## src/rtl/debug_breakpoint_pkg.sv

```systemverilog
package debug_breakpoint_pkg;

   // Widths of the debug register port and core buses
   localparam int DATA_W = 32;
   localparam int CODE_W = 5;

   // Debug register codes seen on the register port
   localparam logic [4:0] CODE_CONFIG_STATUS = 5'h00;
   localparam logic [4:0] CODE_TRIGGER_DEF   = 5'h07;
   localparam logic [4:0] CODE_PC_ADDRESS    = 5'h08;
   localparam logic [4:0] CODE_PC_MASK       = 5'h09;
   localparam logic [4:0] CODE_DATA_VALUE    = 5'h0e;
   localparam logic [4:0] CODE_DATA_MASK     = 5'h0f;

   // Config/status field positions
   localparam int CSR_IGNORE_IRQ  = 5;
   localparam int CSR_SINGLE_STEP = 4;
   localparam int CSR_TRIG_HIT    = 24;
   localparam int CSR_HALTED      = 25;

   // Trigger definition field positions (first-level half)
   localparam int TDR_GLOBAL_EN = 13;
   localparam int TDR_LANE_HI   = 12;
   localparam int TDR_LANE_LO   = 6;
   localparam int TDR_PC_EN     = 1;

   // Data lane enable index within the seven-bit lane field
   localparam int LANE_LONG   = 6;
   localparam int LANE_WLOW   = 5;
   localparam int LANE_WUP    = 4;
   localparam int LANE_B_LL   = 3;
   localparam int LANE_B_LM   = 2;
   localparam int LANE_B_UM   = 1;
   localparam int LANE_B_UU   = 0;

   // Access size encoding on the core data bus
   localparam logic [1:0] SIZE_BYTE = 2'h0;
   localparam logic [1:0] SIZE_WORD = 2'h1;
   localparam logic [1:0] SIZE_LONG = 2'h2;

   // Lane masks of the data bus
   localparam logic [31:0] MASK_B0   = 32'hff000000;
   localparam logic [31:0] MASK_B1   = 32'h00ff0000;
   localparam logic [31:0] MASK_B2   = 32'h0000ff00;
   localparam logic [31:0] MASK_B3   = 32'h000000ff;
   localparam logic [31:0] MASK_WUP  = 32'hffff0000;
   localparam logic [31:0] MASK_WLOW = 32'h0000ffff;
   localparam logic [31:0] MASK_LONG = 32'hffffffff;
   localparam logic [31:0] ZERO_WORD = 32'h00000000;

   // Step control states
   typedef enum logic [1:0] {ST_RUN, ST_HALTED, ST_STEP} step_state_t;

   // Register port request
   typedef struct packed {
      logic             wr;
      logic             rd;
      logic [4:0]       code;
      logic [31:0]      wdata;
   } reg_req_t;

   // One data bus reference from the core
   typedef struct packed {
      logic             valid;
      logic [1:0]       size;
      logic [1:0]       addr_lo;
      logic [31:0]      data;
   } data_ref_t;

endpackage : debug_breakpoint_pkg

```

## src/rtl/debug_breakpoint_compare.sv

```systemverilog
`timescale 1ns/100ps

// Summary of operation
// - Ignore flag drops interrupts raised during stepping
// - Ignore flag clear delivers interrupts raised stepping
// - Single-step bit halts after each instruction
// - Each resume in single-step mode runs exactly one instruction
// - Register commands accepted while halted
// - Data pattern compared against local data bus
// - Mask zero compares bit, one ignores
// - Compared lanes follow access size, address
// - Byte lane chosen by low address bits
// - Word by address bit one, longword full
// - Stored address compared with program counter
// - PC mask zero compares, one ignores
// - Global enable gates every breakpoint trigger
// - All lane enables clear disables data breaks
module debug_breakpoint_compare
   import debug_breakpoint_pkg::*;
(
   // Clock, reset, clock enable
   input  wire logic                           CLK,
   input  wire logic                           RST,
   input  wire logic                           CE,
   // Debug register port
   input  wire debug_breakpoint_pkg::reg_req_t REG_REQ,
   output logic [31:0]                         REG_RDATA,
   output logic                                REG_RVALID,
   // Core program counter
   input  wire logic                           PC_VALID,
   input  wire logic [31:0]                    PC,
   // Core local data bus
   input  wire debug_breakpoint_pkg::data_ref_t DATA_REF,
   // Core execution control
   input  wire logic                           INSN_DONE,
   input  wire logic                           GO_CMD,
   output logic                                HALT,
   // Interrupt gating
   input  wire logic                           IRQ_REQ,
   input  wire logic                           IRQ_ACK,
   output logic                                IRQ_TO_CORE,
   // Breakpoint results
   output logic                                PC_MATCH,
   output logic                                DATA_MATCH,
   output logic                                BREAK_TRIGGER
);

   import debug_breakpoint_pkg::*;

   // Whole state of the block
   typedef struct packed {
      step_state_t  step;          // Run / halted / stepping
      logic         ignore_irq;    // Drop interrupts raised while stepping
      logic         single_step;   // Halt after each instruction
      logic         trig_hit;      // Sticky trigger seen
      logic [31:0]  trigger_def;   // Trigger definition
      logic [31:0]  pc_addr;       // PC breakpoint address
      logic [31:0]  pc_mask;       // PC breakpoint mask
      logic [31:0]  data_value;    // Data breakpoint pattern
      logic [31:0]  data_mask;     // Data breakpoint mask
      logic         held_irq;      // Request raised during stepping
      logic [31:0]  rdata;         // Read answer
      logic         rvalid;        // Read answer strobe
      logic         halt;          // Halt to core
      logic         irq_out;       // Gated interrupt to core
      logic         pc_match;      // Registered PC hit
      logic         data_match;    // Registered data hit
      logic         trigger;       // Registered trigger
   } state_t;

   state_t cur;                    // Registered state
   state_t next_cur;               // Next state

   // Masked comparison shared by both comparators
   function automatic logic masked_equal(
      input logic [31:0] seen,
      input logic [31:0] pattern,
      input logic [31:0] mask
   );
      masked_equal = (((seen ^ pattern) & ~mask) == ZERO_WORD);
   endfunction : masked_equal

   // Lanes compared for one reference, zero when its lane is not enabled
   function automatic logic [31:0] lane_select(
      input logic [1:0] size,
      input logic [1:0] addr_lo,
      input logic [6:0] lanes
   );
      lane_select = ZERO_WORD;
      unique case (size)
         SIZE_BYTE: begin
            unique case (addr_lo)
               2'h0: lane_select = lanes[LANE_B_UU] ? MASK_B0 : ZERO_WORD;
               2'h1: lane_select = lanes[LANE_B_UM] ? MASK_B1 : ZERO_WORD;
               2'h2: lane_select = lanes[LANE_B_LM] ? MASK_B2 : ZERO_WORD;
               2'h3: lane_select = lanes[LANE_B_LL] ? MASK_B3 : ZERO_WORD;
            endcase
         end
         SIZE_WORD: begin
            if (addr_lo[1]) begin
               lane_select = lanes[LANE_WLOW] ? MASK_WLOW : ZERO_WORD;
            end else begin
               lane_select = lanes[LANE_WUP] ? MASK_WUP : ZERO_WORD;
            end
         end
         SIZE_LONG: begin
            lane_select = lanes[LANE_LONG] ? MASK_LONG : ZERO_WORD;
         end
         default: begin
            // Unused size code never matches
            lane_select = ZERO_WORD;
         end
      endcase
   endfunction : lane_select

   // Combinational helpers
   logic [6:0]  lane_en;           // Data lane enables
   logic [31:0] lane_bits;         // Bits in play for this reference
   logic        data_hit;          // Data comparator hit
   logic        pc_hit;            // PC comparator hit
   logic        global_en;         // Global breakpoint enable
   logic        trig_now;          // Trigger this cycle
   logic [31:0] status_word;       // Config/status read view
   logic        irq_any;           // Live or held request

   // Comparators and trigger
   always_comb begin
      lane_en   = cur.trigger_def[TDR_LANE_HI:TDR_LANE_LO];
      global_en = cur.trigger_def[TDR_GLOBAL_EN];
      // Aligned and misaligned references map to lanes by size and address
      lane_bits = lane_select(DATA_REF.size, DATA_REF.addr_lo, lane_en);
      // An empty lane set excludes the data comparator entirely
      data_hit  = DATA_REF.valid && (lane_en != 7'h00) && (lane_bits != ZERO_WORD)
                  && masked_equal(DATA_REF.data, cur.data_value, cur.data_mask | ~lane_bits);
      pc_hit    = PC_VALID && cur.trigger_def[TDR_PC_EN]
                  && masked_equal(PC, cur.pc_addr, cur.pc_mask);
      trig_now  = global_en && (pc_hit || data_hit);
      status_word = ZERO_WORD;
      status_word[CSR_IGNORE_IRQ]  = cur.ignore_irq;
      status_word[CSR_SINGLE_STEP] = cur.single_step;
      status_word[CSR_TRIG_HIT]    = cur.trig_hit;
      status_word[CSR_HALTED]      = (cur.step == ST_HALTED);
      irq_any = IRQ_REQ || cur.held_irq;
   end

   // Next-state logic
   always_comb begin
      next_cur = cur;
      next_cur.rvalid = 1'b0;
      // Register writes are taken in every step state, halted included
      if (REG_REQ.wr) begin
         unique case (REG_REQ.code)
            CODE_CONFIG_STATUS: begin
               next_cur.ignore_irq  = REG_REQ.wdata[CSR_IGNORE_IRQ];
               next_cur.single_step = REG_REQ.wdata[CSR_SINGLE_STEP];
            end
            CODE_TRIGGER_DEF: begin
               next_cur.trigger_def = REG_REQ.wdata;
               // Writing the trigger definition clears trigger status
               next_cur.trig_hit    = 1'b0;
            end
            CODE_PC_ADDRESS: next_cur.pc_addr    = REG_REQ.wdata;
            CODE_PC_MASK:    next_cur.pc_mask    = REG_REQ.wdata;
            CODE_DATA_VALUE: next_cur.data_value = REG_REQ.wdata;
            CODE_DATA_MASK:  next_cur.data_mask  = REG_REQ.wdata;
            default: begin
               // Unknown codes are ignored
               next_cur.trig_hit = next_cur.trig_hit;
            end
         endcase
      end
      // Reads answer one cycle later; write-only and unknown codes read zero
      if (REG_REQ.rd) begin
         next_cur.rvalid = 1'b1;
         unique case (REG_REQ.code)
            CODE_CONFIG_STATUS: next_cur.rdata = status_word;
            CODE_TRIGGER_DEF:   next_cur.rdata = cur.trigger_def;
            CODE_PC_MASK:       next_cur.rdata = cur.pc_mask;
            CODE_DATA_VALUE:    next_cur.rdata = cur.data_value;
            CODE_DATA_MASK:     next_cur.rdata = cur.data_mask;
            default:            next_cur.rdata = ZERO_WORD;
         endcase
      end
      // Trigger sticky bit: a hit wins over a clearing write
      if (trig_now) begin
         next_cur.trig_hit = 1'b1;
      end
      next_cur.pc_match   = pc_hit;
      next_cur.data_match = data_hit;
      next_cur.trigger    = trig_now;
      // Step control
      unique case (cur.step)
         ST_RUN: begin
            if (cur.single_step && INSN_DONE) begin
               next_cur.step = ST_HALTED;
            end
         end
         ST_HALTED: begin
            // Resume runs one instruction, or free-runs once stepping is off
            if (GO_CMD) begin
               next_cur.step = cur.single_step ? ST_STEP : ST_RUN;
            end
         end
         ST_STEP: begin
            if (INSN_DONE) begin
               next_cur.step = cur.single_step ? ST_HALTED : ST_RUN;
            end
         end
         default: begin
            // Unused state code falls back to free running
            next_cur.step = ST_RUN;
         end
      endcase
      next_cur.halt = (next_cur.step == ST_HALTED);
      // Requests raised while stepping are held; an ack clears, a new one wins
      if (IRQ_ACK) begin
         next_cur.held_irq = 1'b0;
      end
      if (cur.ignore_irq && !cur.single_step) begin
         // With ignore set, held requests are dropped once stepping ends
         next_cur.held_irq = 1'b0;
      end
      if (IRQ_REQ && cur.single_step) begin
         next_cur.held_irq = 1'b1;
      end
      // Never interrupt a halted core; stepping with ignore set masks all
      if (next_cur.step == ST_HALTED) begin
         next_cur.irq_out = 1'b0;
      end else if (cur.single_step && cur.ignore_irq) begin
         next_cur.irq_out = 1'b0;
      end else if (cur.ignore_irq) begin
         next_cur.irq_out = IRQ_REQ;
      end else begin
         next_cur.irq_out = irq_any && !IRQ_ACK;
      end
   end

   // State register, frozen while clock enable is low
   always_ff @(posedge CLK) begin
      if (RST) begin
         cur <= '0;
      end else if (CE) begin
         cur <= next_cur;
      end
   end

   // Outputs straight from the state register
   assign REG_RDATA     = cur.rdata;
   assign REG_RVALID    = cur.rvalid;
   assign HALT          = cur.halt;
   assign IRQ_TO_CORE   = cur.irq_out;
   assign PC_MATCH      = cur.pc_match;
   assign DATA_MATCH    = cur.data_match;
   assign BREAK_TRIGGER = cur.trigger;

endmodule : debug_breakpoint_compare

```

## config.mk

```make
export PLATFORM = sky130hd
export DESIGN_NAME = debug_breakpoint_compare
export DESIGN_NICKNAME = d
export VERILOG_FILES = /design/src/rtl/debug_breakpoint_pkg.sv /design/src/rtl/debug_breakpoint_compare.sv
export SDC_FILE = /design/constraint.sdc
export NUM_CORES = 1
export LEC_CHECK = 0
export BUFFER_PORTS_ARGS = -buffer_cell sky130_fd_sc_hd__clkbuf_2
export CAP_MARGIN = 40
export CELL_PAD_IN_SITES_DETAIL_PLACEMENT = 0
export CELL_PAD_IN_SITES_GLOBAL_PLACEMENT = 1
export CORE_MARGIN = 5
export CORE_UTILIZATION = 37
export DETAILED_ROUTE_END_ITERATION = 7
export PLACE_DENSITY_LB_ADDON = 0.1
export SKIP_LAST_GASP = 1
export SLEW_MARGIN = 20
export SYNTH_ARGS = -nofsm -noshare
export SYNTH_HDL_FRONTEND = slang
export SYNTH_SLANG_ARGS = --single-unit
```

## constraint.sdc

```tcl
create_clock -name CLK -period 2 [get_ports CLK]
set_clock_uncertainty 0.15 [all_clocks]
set_input_delay 0.2 -clock CLK [delete_from_list [all_inputs] [get_ports CLK]]
set_output_delay 0.2 -clock CLK [all_outputs]
set_load 0.01 [all_outputs]
```

==> results.sh <==
export IMPL_status="finished, violations left"
export IMPL_failed_checks="DRC, setup timing"
export IMPL_grt_util_all_layers=0.2175
export IMPL_viasPerCell=5.100
export IMPL_end_kind="flip-flop"
export IMPL_cts_tree="done"
export IMPL_antenna_cells=0
export IMPL_cap_violations=0
export IMPL_drc_errors=1
export IMPL_yosysUniqueCellTypes=42
export IMPL_synth_compound_area_frac=0.1851
export IMPL_ios=154
export IMPL_power_frac_seq=0.444
export IMPL_cts_sinks=204
export IMPL_numCtsBuffers=24
export IMPL_synth_xor_area_frac=0.06146
export IMPL_crit_slowest_cell="a2111o_1"
export IMPL_cp_start_kind="flip-flop"
export IMPL_seq_area_frac_synth=0.4478
export IMPL_cp_arrival_ns=2.34
export IMPL_cp_top_family="compound AO/OA/AOI/OAI gates"
export IMPL_synth_adder_area_share=0
export IMPL_die_x_um=167
export IMPL_htreeDepth=1
export IMPL_grt_overflow=0
export IMPL_hold_viol_final=0
export IMPL_grt_max_degree=46
export IMPL_setup_ws_ns=-0.05364
export IMPL_synth_area_per_cell_um2=7.917
export IMPL_max_slew_margin=0.7481
export IMPL_synth_top_family_by_area="simple AND/OR/NAND/NOR gates"
export IMPL_cellLeakagePower_nw=4.443
export IMPL_dr_pass1_iters=8
export IMPL_yosys_warnings=0
export IMPL_cp_required_ns=2.29
export IMPL_yosys_area_share_simple=0.2017
export IMPL_fmax_mhz=486.9
export IMPL_min_path_type="in2reg"
export IMPL_path_cells="xnor2_2 -> o22ai_2 -> nor4_4 -> buf_4 -> o22ai_1 -> a2111o_1 -> buf_4 -> a21oi_1"
export IMPL_rsz0062_at_grt="true"
export IMPL_criticalPathCategory="reg2reg"
export IMPL_power_frac_clock=0.478
export IMPL_critPathBufInv=2
export IMPL_slew_violations=0
export IMPL_portBuffers=153
export IMPL_drive_above_1_share=0.2698
export IMPL_setup_violations=3
export IMPL_p_int_mw=7.086
export IMPL_combPwrFrac=0.077
export IMPL_setup_tns_ns=-0.07852
export IMPL_first_global_vias=8395
export IMPL_synth_seq_cells=204
export IMPL_crit_path_max_fanout=3
export IMPL_core_area_um2=24320
export IMPL_dieArea_um2=27890
export IMPL_die_h_um=167
export IMPL_r2r_setup_slack_ns=-0.05
export IMPL_cts_root_buf="clkbuf_16"
export IMPL_crit_top_cell="buf_4"
export IMPL_drt_initial_drc_count=686
export IMPL_power_mw=9.229
export IMPL_start_util=0.3750
export IMPL_antenna_left=0
export IMPL_routed_wl_mm=31.62
export IMPL_dp_cells=1591
export IMPL_antenna_found_initial=0
export IMPL_rows=57
export IMPL_fin_crit_sh=1.027
export IMPL_p_sw_frac=0.2322
export IMPL_power_density_nw_per_um2=763.2
export IMPL_irDropWorstVdd_uv=635.7
export IMPL_place_hpwl_mm=21.96
export IMPL_synthCells=1152
export IMPL_gp_congestion=0.8093
export IMPL_grt_pass1_wl_mm=49.05
export IMPL_crit_path_max_incr_delay_ns=0.35
export IMPL_fin_crit_ns=2.054
export IMPL_syn_to_final_growth_pct=32.58
export IMPL_worst_pin_slew_ns=0.3766
export IMPL_cts_buffer_depth=3
export IMPL_clk_pin_slew_ns=0.06
export IMPL_yosys_mux_area_fraction=0.04171
export IMPL_route_vias_total=8533
export IMPL_wl_per_cell_um=18.90
export IMPL_stdcell_count=1673
export IMPL_syn_nets=1268
export IMPL_insertion_delay_ns=0.52
export IMPL_synthesis_area_um2=9120
export IMPL_p_switching_mw=2.143
export IMPL_fin_nets=1450
synthesized netlist by cell type:
library cell	count	area share
nand2_1	335	0.14
dfxtp_1	204	0.45
a21oi_1	199	0.11
nor2_1	74	0.030
xnor2_1	64	0.061
clkbuf_1	63	0.026
buf_4	34	0.028
a222oi_1	32	0.035
mux2_2	32	0.040
o22ai_1	32	0.022
buf_2	13	0.0071
nor4_1	7	0.0048
nor3_1	6	0.0033
a211oi_1	5	0.0041
nand2b_1	5	0.0034
nand3_1	5	0.0027
nor2b_1	4	0.0027
nand4_1	3	0.0021
o21ai_0	3	0.0016
a311oi_1	2	0.0019
a31oi_1	2	0.0014
and2_0	2	0.0014
and3_1	2	0.0014
and4_1	2	0.0019
buf_1	2	0.00082
mux2i_1	2	0.0022
nor3b_2	2	0.0027
or3_1	2	0.0014
a2111o_1	1	0.0012
a221oi_1	1	0.00096
a22oi_1	1	0.00082
inv_1	1	0.00041
nand3b_1	1	0.00082
nand4b_1	1	0.00096
nand4bb_1	1	0.0012
nor3b_1	1	0.00082
nor4b_2	1	0.0016
o2111ai_1	1	0.00096
o211ai_1	1	0.00082
o32ai_1	1	0.00096
o41ai_1	1	0.00096
o41ai_4	1	0.0030
cells in the final DEF (no fill, tap or decap), drive strengths merged, types with 3 or more instances in the layout:
cell type / count
nor2: 74
nor4: 7
nand3: 5
nand2b: 5
dfxtp: 204
nand4: 3
nor2b: 4
o21ai: 3
a211oi: 5
nor3b: 3
clkinv: 5
buf: 77
a222oi: 32
xnor2: 64
a21oi: 199
nand2: 335
o22ai: 32
mux2: 32
dlygate4sd3: 39
nor3: 6
clkbuf: 187
final timing paths:
check              startpoint         end  cells after the start
hold reg to reg      cur[181]    cur[181]                      2
setup reg to reg      cur[97]  DATA_MATCH                      8
hold / removal    REG_REQ[38]    cur[201]                      4
setup / recovery      cur[97]  DATA_MATCH                      8
routing by layer:
metal / share of wire / GRT usage
met5: 0 / 0
met3: 0.045 / 0.03224
met1: 0.47 / 0.3028
met4: 0.014 / 0.03771
met2: 0.47 / 0.3639
through the flow:
| stage | area (um^2) | setup WS, ns | hold WS (ns) | util |
|---|---|---|---|---|
| final | 12090 | -0.05364 | 0.02523 | 0.4972 |
| after global routing | 12090 | -0.09733 | 0.07150 | 0.4972 |
| after CTS | 11890 | -0.02335 | 0.006414 | 0.4888 |
| after detailed placement | 10560 | -0.1856 | 0.2959 | 0.4342 |
| after global placement | 10560 | -0.1195 | 0.2912 | 0.4342 |
| after floorplan | 9120 | 0.01275 | 0.1860 | - |
worst min-delay path, delay by kind of cell:
kind / cells / cell delay [ns]
AND/OR/NAND/NOR: 2 / 0.23
multiplexers: 1 / 0.08
buffers and inverters: 1 / 0.14
what timing repair did:
action	4_1_cts	5_1_grt
endpoints found under the hold margin	178	0
hold buffers	40	0
pin swaps	5	22
setup endpoints to repair	3	3
setup buffers	0	1
resized for setup	24	37
cell families (layout without fill, tap and decap cells):
logic type                count (synthesis)  count (layout)
and+or+nand+nor                         454             454
xor gates and xnor gates                 64              64
buffers and inverters                   113             310
DFF                                     204             204
muxes                                    34              34
AOI/OAI and AO/OA                       283             283
final cells by class:
class,instances,area (um^2)
Timing Repair Buffer,268,1996
Sequential cell,204,4108
Clock buffer,35,743.2
Fill cell,2399,12230
Inverter,1,3.754
Clock inverter,6,55.05
Multi-Input combinational cell,835,4781
Tap cell,324,405.4
flip-flops by register name, indices dropped and copies added, names as in the netlist:
name and cells:
IRQ_TO_CORE 1, REG_RDATA 32, DATA_MATCH 1, HALT 1, PC_MATCH 1, cur 166, BREAK_TRIGGER 1, REG_RVALID 1
power groups by stage:
stage / Combinational, mW / Clock, mW / Sequential (mW)
after floorplan: 0.256 / 0 / 4.19
after global placement: 0.613 / 0 / 4.19
after detailed placement: 0.608 / 0 / 4.19
after CTS: 0.691 / 4.50 / 4.10
after global routing: 0.765 / 4.69 / 4.10
final: 0.714 / 4.41 / 4.10
Power figures use the tool's default switching activity.
